===== config.mk =====
export PLATFORM = sky130hd
export DESIGN_NAME = rotate_left_unit
export DESIGN_NICKNAME = d
export VERILOG_FILES = /design/src/pkg/rotl_pkg.sv /design/src/logic/rotate_left_unit.sv
export SDC_FILE = /design/constraint.sdc
export NUM_CORES = 1
export LEC_CHECK = 0
export ABC_AREA = 0
export BUFFER_PORTS_ARGS = -buffer_cell sky130_fd_sc_hd__buf_2
export CAP_MARGIN = 20
export CORE_ASPECT_RATIO = 1.4
export CORE_MARGIN = 2
export CORE_UTILIZATION = 60
export DETAILED_ROUTE_END_ITERATION = 12
export PLACE_DENSITY = 0.8
export SYNTH_ARGS = -nofsm -noshare
export SYNTH_HDL_FRONTEND = slang
export SYNTH_SLANG_ARGS = --single-unit

===== constraint.sdc =====
create_clock -name clk_i -period 6.5 [get_ports clk_i]
set_input_delay 0.65 -clock clk_i [delete_from_list [all_inputs] [get_ports clk_i]]
set_output_delay 0.65 -clock clk_i [all_outputs]
set_load 0.005 [all_outputs]

===== src/pkg/rotl_pkg.sv =====
/*
  Constants, register map and flag layout for the rotate-left datapath slice.
  Assumes a 32-bit classic Wishbone bus with word-aligned byte addresses.
*/
package rotl_pkg;
  // Bus geometry
  localparam int unsigned ADDR_W = 8;
  localparam int unsigned DATA_W = 32;

  // Register byte offsets
  localparam logic [7:0] OFS_CMD = 8'h00;
  localparam logic [7:0] OFS_FLAGS = 8'h04;
  localparam logic [7:0] OFS_STATUS = 8'h08;
  localparam logic [7:0] OFS_WREG_BASE = 8'h40;
  localparam logic [1:0] OFS_WREG_TOP = 2'h1;

  // Command fields
  localparam int unsigned CMD_OPC_LSB = 0;
  localparam int unsigned CMD_DST_LSB = 8;

  // Status bit positions
  localparam int unsigned ST_BUSY = 0;
  localparam int unsigned ST_BAD_OPC = 1;
  localparam int unsigned ST_BAD_DST = 2;

  // Opcodes
  localparam logic [7:0] OPC_ROTL_SLOT = 8'h90;
  localparam logic [7:0] OPC_ROTL_PTR = 8'h91;
  localparam logic [7:0] OPC_ROTC_SLOT = 8'h10;
  localparam logic [7:0] OPC_ROTC_PTR = 8'h11;

  // Short working-register operand marker
  localparam logic [3:0] WREG_MARK = 4'he;

  // Execution time
  localparam int unsigned CLK_MHZ = 50;
  localparam int unsigned EXEC_CYCLES = 6;
  localparam logic [2:0] EXEC_LAST = 3'(EXEC_CYCLES - 1);

  // Flag byte: C Z V S D H and two spare bits
  typedef struct packed {
    logic c;
    logic z;
    logic v;
    logic s;
    logic d;
    logic h;
    logic [1:0] spare;
  } flags_s;

  localparam flags_s FLAGS_RST = flags_s'(8'h00);
endpackage : rotl_pkg


===== src/logic/rotate_left_unit.sv =====
/*
  Rotate-left datapath slice: sixteen working registers, a flag byte and
  the plain and through-carry rotate-left instructions, run from a command
  register. Assumes a classic Wishbone master on clk_i.
*/
// The register offsets and the Wishbone interface to the registers are this design's own decisions.
`timescale 1ns/1ns
`default_nettype none

// Behaviour
// - Plain rotate: bit 7 to bit0 and carry
// - Opcodes 90, 91 plain rotate, six cycles
// - Opcodes 10, 11 through carry; bit7 to carry
// - Through carry: old carry into bit 0
// - Zero flag set when result is zero
// - Overflow flag set when bit 7 changed
// - Sign flag follows result bit 7
// - Operand byte E plus working register nibble
module rotate_left_unit
  import rotl_pkg::*;
(
  // Clock and reset
  input wire logic clk_i,
  input wire logic rstn_i,
  // Wishbone slave
  input wire logic wb_cyc_i,
  input wire logic wb_stb_i,
  input wire logic wb_we_i,
  input wire logic [ADDR_W-1:0] wb_adr_i,
  input wire logic [3:0] wb_sel_i,
  input wire logic [DATA_W-1:0] wb_dat_i,
  output logic [DATA_W-1:0] wb_dat_o,
  output logic wb_ack_o,
  // Execution status
  output logic busy_o
);
  logic [7:0] rf_ff [16];
  flags_s flags_ff;
  logic busy_ff;
  logic [2:0] cnt_ff;
  logic op_plain_ff;
  logic [3:0] tgt_ff;
  logic bad_opc_ff;
  logic bad_dst_ff;
  logic [15:0] cmd_ff;
  logic ack_ff;
  logic [DATA_W-1:0] rdat_ff;

  // Bus decode
  // A held strobe is not taken twice: ack_ff masks the second cycle
  wire acc_w = wb_cyc_i & wb_stb_i & ~ack_ff;
  wire wr_w = acc_w & wb_we_i;
  wire sel_cmd_w = (wb_adr_i == OFS_CMD);
  wire sel_flags_w = (wb_adr_i == OFS_FLAGS);
  wire sel_status_w = (wb_adr_i == OFS_STATUS);
  wire sel_wreg_w = (wb_adr_i[7:6] == OFS_WREG_TOP) && (wb_adr_i[1:0] == 2'h0);
  wire [3:0] wreg_idx_w = wb_adr_i[5:2];
  // Writes are refused while an instruction runs, so the operand stays put
  wire wr_ok_w = wr_w & ~busy_ff & wb_sel_i[0];

  // Command decode
  wire [7:0] opc_w = wb_dat_i[CMD_OPC_LSB +: 8];
  wire [7:0] dst_w = wb_dat_i[CMD_DST_LSB +: 8];
  wire opc_plain_w = (opc_w == OPC_ROTL_SLOT) || (opc_w == OPC_ROTL_PTR);
  wire opc_carry_w = (opc_w == OPC_ROTC_SLOT) || (opc_w == OPC_ROTC_PTR);
  // Odd opcodes reach the operand through a pointer register
  wire opc_ptr_w = opc_w[0];
  wire opc_ok_w = opc_plain_w | opc_carry_w;
  wire dst_ok_w = (dst_w[7:4] == WREG_MARK);
  wire cmd_wr_w = wr_ok_w & sel_cmd_w & wb_sel_i[1];
  wire start_w = cmd_wr_w & opc_ok_w & dst_ok_w;
  // Pointer mode: the named register holds the operand's register number
  // Only the pointer's low nibble counts: there are sixteen registers
  wire [3:0] ptr_w = rf_ff[dst_w[3:0]][3:0];
  wire [3:0] addr_w = opc_ptr_w ? ptr_w : dst_w[3:0];

  // Datapath
  wire [7:0] src_w = rf_ff[tgt_ff];
  wire bit0_w = op_plain_ff ? src_w[7] : flags_ff.c;
  wire [7:0] res_w = {src_w[6:0], bit0_w};
  // Last busy cycle: result and flags land at the next edge
  wire done_w = busy_ff && (cnt_ff == EXEC_LAST);
  // Flags come from the operand as it stood before write-back
  flags_s nxt_flags;
  always_comb begin
    nxt_flags = flags_ff;
    nxt_flags.c = src_w[7];
    nxt_flags.z = (res_w == 8'h00);
    nxt_flags.v = res_w[7] ^ src_w[7];
    nxt_flags.s = res_w[7];
  end

  // Read mux
  // Unmapped addresses read zero; writes to them are dropped
  wire [DATA_W-1:0] nxt_rdat =
    sel_cmd_w ? {16'h0000, cmd_ff} :
    sel_flags_w ? {24'h000000, flags_ff} :
    sel_status_w ? {29'h00000000, bad_dst_ff, bad_opc_ff, busy_ff} :
    sel_wreg_w ? {24'h000000, rf_ff[wreg_idx_w]} : '0;

  always_ff @(posedge clk_i or negedge rstn_i) begin
    if (!rstn_i) begin
      ack_ff <= 1'b0;
      rdat_ff <= '0;
    end else begin
      ack_ff <= acc_w;
      rdat_ff <= (acc_w && !wb_we_i) ? nxt_rdat : '0;
    end
  end

  always_ff @(posedge clk_i or negedge rstn_i) begin
    if (!rstn_i) begin
      busy_ff <= 1'b0;
      cnt_ff <= 3'h0;
      op_plain_ff <= 1'b0;
      tgt_ff <= 4'h0;
      cmd_ff <= 16'h0000;
      bad_opc_ff <= 1'b0;
      bad_dst_ff <= 1'b0;
    end else if (start_w) begin
      busy_ff <= 1'b1;
      cnt_ff <= 3'h0;
      op_plain_ff <= opc_plain_w;
      tgt_ff <= addr_w;
      cmd_ff <= {dst_w, opc_w};
      bad_opc_ff <= 1'b0;
      bad_dst_ff <= 1'b0;
    end else if (cmd_wr_w) begin
      cmd_ff <= {dst_w, opc_w};
      bad_opc_ff <= ~opc_ok_w;
      bad_dst_ff <= ~dst_ok_w;
    end else if (busy_ff) begin
      cnt_ff <= cnt_ff + 3'h1;
      busy_ff <= ~done_w;
    end
  end

  always_ff @(posedge clk_i or negedge rstn_i) begin
    if (!rstn_i) begin
      flags_ff <= FLAGS_RST;
    end else if (done_w) begin
      flags_ff <= nxt_flags;
    end else if (wr_ok_w && sel_flags_w) begin
      flags_ff <= flags_s'(wb_dat_i[7:0]);
    end
  end

  always_ff @(posedge clk_i or negedge rstn_i) begin
    if (!rstn_i) begin
      for (int i = 0; i < 16; i++) begin
        rf_ff[i] <= 8'h00;
      end
    end else if (done_w) begin
      rf_ff[tgt_ff] <= res_w;
    end else if (wr_ok_w && sel_wreg_w) begin
      rf_ff[wreg_idx_w] <= wb_dat_i[7:0];
    end
  end

  assign wb_ack_o = ack_ff;
  assign wb_dat_o = rdat_ff;
  assign busy_o = busy_ff;
endmodule : rotate_left_unit

`default_nettype wire


# Yosys cells after proc, flatten, opt, wreduce, memory -nomap -nowiden

Cells that the tools add are included.

Register bits after elaboration: 180
Input port bits: 49

Add/sub/neg operators: 1
Magnitude comparators: 5
Eq/ne operators: 10
Muxes and demuxes: 38
Bitwise operators: 19
Reductions and logical operators: 19

Operator list:

| kind                  | count |
|---|---|
| $bwmux W128           | 2 |
| $mux W128             | 2 |
| $bmux W8 S4           | 3 |
| $mux W8               | 11 |
| $demux W8 S4          | 2 |
| $mux W16              | 4 |
| $eq A8 B5 Y1 const B  | 2 |
| $eq A8 B8 Y1 const B  | 2 |
| $logic_not A8 Y1      | 2 |
| $ge A5 B5 Y1 const B  | 3 |
| $not A4 Y5            | 3 |
| $mux W4               | 3 |
| $lt A5 B1 Y1 const B  | 2 |
| $and A1 B1 Y1         | 9 |
| $mux W3               | 3 |
| $eq A8 B3 Y1 const B  | 1 |
| $eq A8 B4 Y1 const B  | 1 |
| $mux W1               | 8 |
| $reduce_bool A2 Y1    | 4 |
| $logic_and A1 B1 Y1   | 7 |
| $not A1 Y1            | 5 |
| $eq A4 B4 Y1 const B  | 1 |
| $reduce_and A2 Y1     | 2 |
| $add A3 B1 Y3 const B | 1 |
| other kinds (8)       | 9 |

# Longest topological paths before layout

Word-level depth: 11
Depth in mapped cells: 9

# Worst setup path after synthesis

Ideal clock, no wire load.

Path type: input to register
Start: in wb_adr_i[2]
End: reg rdat_ff[7] (netlist: wb_dat_o[7])
Setup time: 135 ps
Data arrival time: 2417 ps
Data required time: 6365 ps
Setup slack: 3948 ps
Stages on the path: 6
Path buffers: 2
Path through: clkbuf_1 > buf_2 > mux4_2 > mux4_2 > a22oi_1 > a21oi_1

Word-level cells in the longest chain between the ends: 9

RTL lines:

| element                                    | RTL line                | text |
|---|---|---|
| start, declared                            | rotate_left_unit.sv:29  | `input wire logic [ADDR_W-1:0] wb_adr_i,` |
| $not A4 Y5 (implied by the code)           | rotate_left_unit.sv:99  | `sel_wreg_w ? {24'h000000, rf_ff[wreg_idx_w]} : '0;` |
| $bmux W8 S4                                | rotate_left_unit.sv:99  |  |
| $mux W8 (implied by the code) (2 in a row) | rotate_left_unit.sv:99  |  |
| $mux W8                                    | rotate_left_unit.sv:99  |  |
| $mux W8                                    | rotate_left_unit.sv:98  | `sel_status_w ? {29'h00000000, bad_dst_ff, bad_opc_ff, busy_ff} :` |
| $mux W8                                    | rotate_left_unit.sv:97  | `sel_flags_w ? {24'h000000, flags_ff} :` |
| $mux W16 (*)                               | rotate_left_unit.sv:96  | `sel_cmd_w ? {16'h0000, cmd_ff} :` |
| $mux W16 (*)                               | rotate_left_unit.sv:107 | `rdat_ff <= (acc_w && !wb_we_i) ? nxt_rdat : '0;` |
| end signal, assigned                       | rotate_left_unit.sv:107 |  |
| end, declared                              | rotate_left_unit.sv:47  | `logic [DATA_W-1:0] rdat_ff;` |

Every way passes the cells marked *; elsewhere a longest branch is shown, timed or not. The select of a mux whose other input is x is not followed.
A chain may end at the register's enable or synchronous reset.

# Worst setup path in the final report

Start: reg tgt_ff[0]
End: reg flags_ff[6] (netlist bit)

Word-level cells in the longest chain between the ends: 7

RTL lines:

| element                                        | RTL line                | text |
|---|---|---|
| start, declared                                | rotate_left_unit.sv:42  | `logic [3:0] tgt_ff;` |
| start signal, assigned                         | rotate_left_unit.sv:124 | `tgt_ff <= addr_w;` |
| $not A4 Y5 (implied by the code) (*)           | rotate_left_unit.sv:78  | `wire [7:0] src_w = rf_ff[tgt_ff];` |
| $bmux W8 S4 (*)                                | rotate_left_unit.sv:78  |  |
| $mux W8 (implied by the code) (*) (2 in a row) | rotate_left_unit.sv:78  |  |
| $mux W1                                        | rotate_left_unit.sv:79  | `wire bit0_w = op_plain_ff ? src_w[7] : flags_ff.c;` |
| $logic_not A8 Y1 (*)                           | rotate_left_unit.sv:88  | `nxt_flags.z = (res_w == 8'h00);` |
| $mux W8 (*)                                    | rotate_left_unit.sv:141 | `end else if (done_w) begin` |
| end signal, assigned                           | rotate_left_unit.sv:142 | `flags_ff <= nxt_flags;` |
| end signal, assigned                           | rotate_left_unit.sv:144 | `flags_ff <= flags_s'(wb_dat_i[7:0]);` |
| end, declared                                  | rotate_left_unit.sv:38  | `flags_s flags_ff;` |

Marks and branches as above.

==> flow_summary.json <==
{
  "power_leakage_nw": 4.67,
  "post_synth_most_frequent_cells": "sky130_fd_sc_hd__dfrtp_1 (180), sky130_fd_sc_hd__mux2_2 (147), sky130_fd_sc_hd__o22ai_1 (121)",
  "post_synth.cell_area_avg_um2": 12.7,
  "post_cts_resize_count": 0,
  "timing.max_cap.violations": 0,
  "maximum_number_of_pins_on_one_net_before_global_route_repair": 68,
  "worstSkewPairLatency_ps": 450,
  "largest_cells_by_area_after_synthesis": "sky130_fd_sc_hd__dfrtp_1 (41%), sky130_fd_sc_hd__mux4_2 (17%), sky130_fd_sc_hd__mux2_2 (15%)",
  "timing.reg2reg.setup_slack_ps": 2980,
  "final_antenna_net_count": 0,
  "path_class": "register to register",
  "final_total_negative_setup_slack_ps": 0,
  "rsz0062_at_grt": "no",
  "clock_buffer_count_from_cts": 17,
  "detail_route.vias_per_cell": 7.58,
  "grt_pass1_wl_mm": 48.4,
  "wl_per_cell_um": 27.4,
  "critical_path.startpoint": "tgt_ff[0]",
  "area_delta_synth_final_pct": 7.30,
  "grt.total_usage": 0.330,
  "initial_antenna_violation_count": 0,
  "floorplan.initialDensity": 0.610,
  "worst-endpoint-arrival_ps": 3860,
  "whs_ps": 196,
  "crit-reg2reg-launch": "tgt_ff[0]",
  "routabilityCongestion": 0.925,
  "inserted_diodes": 0,
  "timing.critical_path.from_type": "register",
  "report.power.total_mw": 2.38,
  "min_period_ps": 3520,
  "cts_tree": "built",
  "die_area_mm2": 0.0193,
  "num_io_pins": 83,
  "netlist_area_mm2": 0.0109,
  "placement.io_buffers": 48,
  "cellPowerDensity_mw_per_mm2": 203,
  "ys_async_sr_fraction": 1.00,
  "placedCellCount": 1090,
  "final_cell_count_no_fill": 1122,
  "worstReg2RegEnd": "flags_ff[6]",
  "max-slew-margin-rel": 0.277,
  "cts.repair_timing.setup_buffer_count": 0,
  "worst_pin_slew_ps": 1080,
  "wl_mm": 30.7,
  "timing_hold_violations_final": 0,
  "design.final.nets": 920,
  "worstPathMaxFanout": 27,
  "peakVddDrop_mv": 0.186,
  "globalRoute.totalOverflow": 0,
  "crit_cells": 6,
  "top_count_cell_post_synth": "sky130_fd_sc_hd__dfrtp_1",
  "cts_htree_levels": 4,
  "die_w_um": 118,
  "cts_hold_buffers": 0,
  "cts_root_buf": "sky130_fd_sc_hd__clkbuf_16",
  "hpwl_mm": 21.4,
  "drcViolationCount": 0,
  "yosys_warnings": 0,
  "number_of_synthesized_flops_with_an_enable_pin": 0,
  "filler_cells": 1316,
  "cpMaxStageDelayCell": "sky130_fd_sc_hd__a221oi_4",
  "clkSinkCount": 180,
  "hold_path_class": "input port to asynchronous set/reset pin",
  "clockBufferDepth": 2,
  "dr_total_vias": 8510,
  "slowest_delay_ps": 740,
  "drive_above_1_share": 0.389,
  "final_max_slew_viol_count": 0,
  "cts.clk_slew.worst_paths_ps": 70,
  "ys_ff_latch": 180,
  "synth-main-ff-cell": "sky130_fd_sc_hd__dfrtp_1",
  "setup_viol": 0,
  "netlist.area_leader.share": 0.412,
  "critPathRequiredTime_ps": 6840,
  "core_area_mm2": 0.0179,
  "first_pass_iters": 6,
  "worst_setup_ep": "flags_ff[6]",
  "synth-seq-area-share": 0.412,
  "die_y_um": 164,
  "worstPathBufferInverterCount": 1,
  "reg2regPathDepth": 6,
  "yosys.cell_types.count": 57,
  "first_global_vias": 8846,
  "synth_area_leader_cell": "sky130_fd_sc_hd__dfrtp_1",
  "post_route_clock_skew_ps": 9.73,
  "path_delay_family": "compound AO/OA/AOI/OAI gates",
  "synthCells": 864,
  "final.period_utilization": 0.541,
  "worstPathCellList": "buf_4, mux4_2, a22o_1, a221oi_4, nand4_1, o31ai_1",
  "setup.worst_path.end_class": "register",
  "dr.first_iter.drc_count": 1076,
  "core.rowCount": 58,
  "timing.fmax_ghz": 0.284,
  "run_status": "completed"
}
[routing by layer]
metal  up-vias  part of all wire  global-route usage
li1       3424                 -                   -
met1      4205              0.34               0.382
met2       668              0.50               0.558
met3       213             0.083              0.0556
met4         0             0.075               0.237
met5         -                 0                   0
[flip-flops by register name, indices dropped and copies added (netlist names)]
register and cells:
cmd_ff 16, wb_dat_o 16, wb_ack_o 1, busy_o 1, flags_ff 8, rf_ff 128, cnt_ff 3, bad_opc_ff 1
op_plain_ff 1, tgt_ff 4, bad_dst_ff 1
[cell type report]
cell class                      count  area, um^2  area share
Timing Repair Buffer               58         322      0.0274
Clock inverter                     13         149      0.0127
Clock buffer                       19         443      0.0377
Tap cell                          240         300      0.0256
Sequential cell                   180        4510       0.384
Multi-Input combinational cell    607        6000       0.511
Inverter                            5        18.8     0.00160
[how the worst min path moves through the flow]
stage / from / slack [ps] / to
6_report: rstn_i / 200 / wb_dat_o[5]
5_1_grt: rstn_i / 240 / cmd_ff[4]
4_1_cts: rstn_i / 220 / cmd_ff[4]
3_5_place_dp: cmd_ff[14] / 490 / wb_dat_o[14]
3_3_place_gp: cmd_ff[11] / 480 / cmd_ff[11]
2_1_floorplan: rstn_i / 350 / bad_dst_ff
[cell families (layout without fill, tap and decap cells)]
group,count (synthesis),after routing,share of synthesized area
AO/OA/AOI/OAI,209,209,0.132
XOR/XNOR,3,3,0.00240
adder cells (fa/ha/maj),2,2,0.00229
buffers and inverters,92,95,0.0449
flip-flops,180,180,0.412
multiplexers,244,244,0.343
other,1,16,0.000343
AND/OR/NAND/NOR,133,133,0.0631
[metrics by stage]
step           area (um^2)  utilization  setup WS (ps)
2_1_floorplan        11000            -           3950
3_3_place_gp         11100        0.622           2780
3_5_place_dp         11100        0.622           2810
4_1_cts              11700        0.655           3060
5_1_grt              11700        0.655           2870
6_report             11700        0.655           2980
[power breakdown]
group | switching (mW) | internal, mW | leakage [nW] | total [mW]
Combinational | 0.118 | 0.0774 | 2.21 | 0.195
Sequential | 0.00739 | 1.13 | 2.17 | 1.14
Clock | 0.466 | 0.582 | 0.286 | 1.05
Total | 0.592 | 1.79 | 4.67 | 2.38
[layout by cell type, fill, tap and decap left out, types with 5 or more instances in the layout]
| master | netlist | final |
|---|---|---|
| sky130_fd_sc_hd__buf_2 | 23 | 47 |
| sky130_fd_sc_hd__o22ai_1 | 121 | 121 |
| sky130_fd_sc_hd__nand4_1 | 6 | 6 |
| sky130_fd_sc_hd__buf_4 | 20 | 10 |
| sky130_fd_sc_hd__a21oi_2 | 8 | 8 |
| sky130_fd_sc_hd__nand2_1 | 49 | 49 |
| sky130_fd_sc_hd__a22o_1 | 9 | 9 |
| sky130_fd_sc_hd__o21ai_0 | 23 | 23 |
| sky130_fd_sc_hd__dfrtp_1 | 180 | 179 |
| sky130_fd_sc_hd__mux2_2 | 147 | 147 |
| sky130_fd_sc_hd__a2bb2oi_1 | 7 | 7 |
| sky130_fd_sc_hd__and3_1 | 13 | 13 |
| sky130_fd_sc_hd__conb_1 | 1 | 16 |
| sky130_fd_sc_hd__clkbuf_16 | 0 | 17 |
| sky130_fd_sc_hd__a22oi_1 | 5 | 5 |
| sky130_fd_sc_hd__inv_1 | 5 | 5 |
| sky130_fd_sc_hd__mux2i_1 | 7 | 7 |
| sky130_fd_sc_hd__a21oi_1 | 15 | 15 |
| sky130_fd_sc_hd__nor2_1 | 19 | 19 |
| sky130_fd_sc_hd__nor2b_1 | 7 | 7 |
| sky130_fd_sc_hd__mux4_2 | 85 | 85 |
| sky130_fd_sc_hd__a221oi_4 | 5 | 5 |
| sky130_fd_sc_hd__nand3_1 | 18 | 18 |
Note: power is estimated with default switching activity, not from simulation.
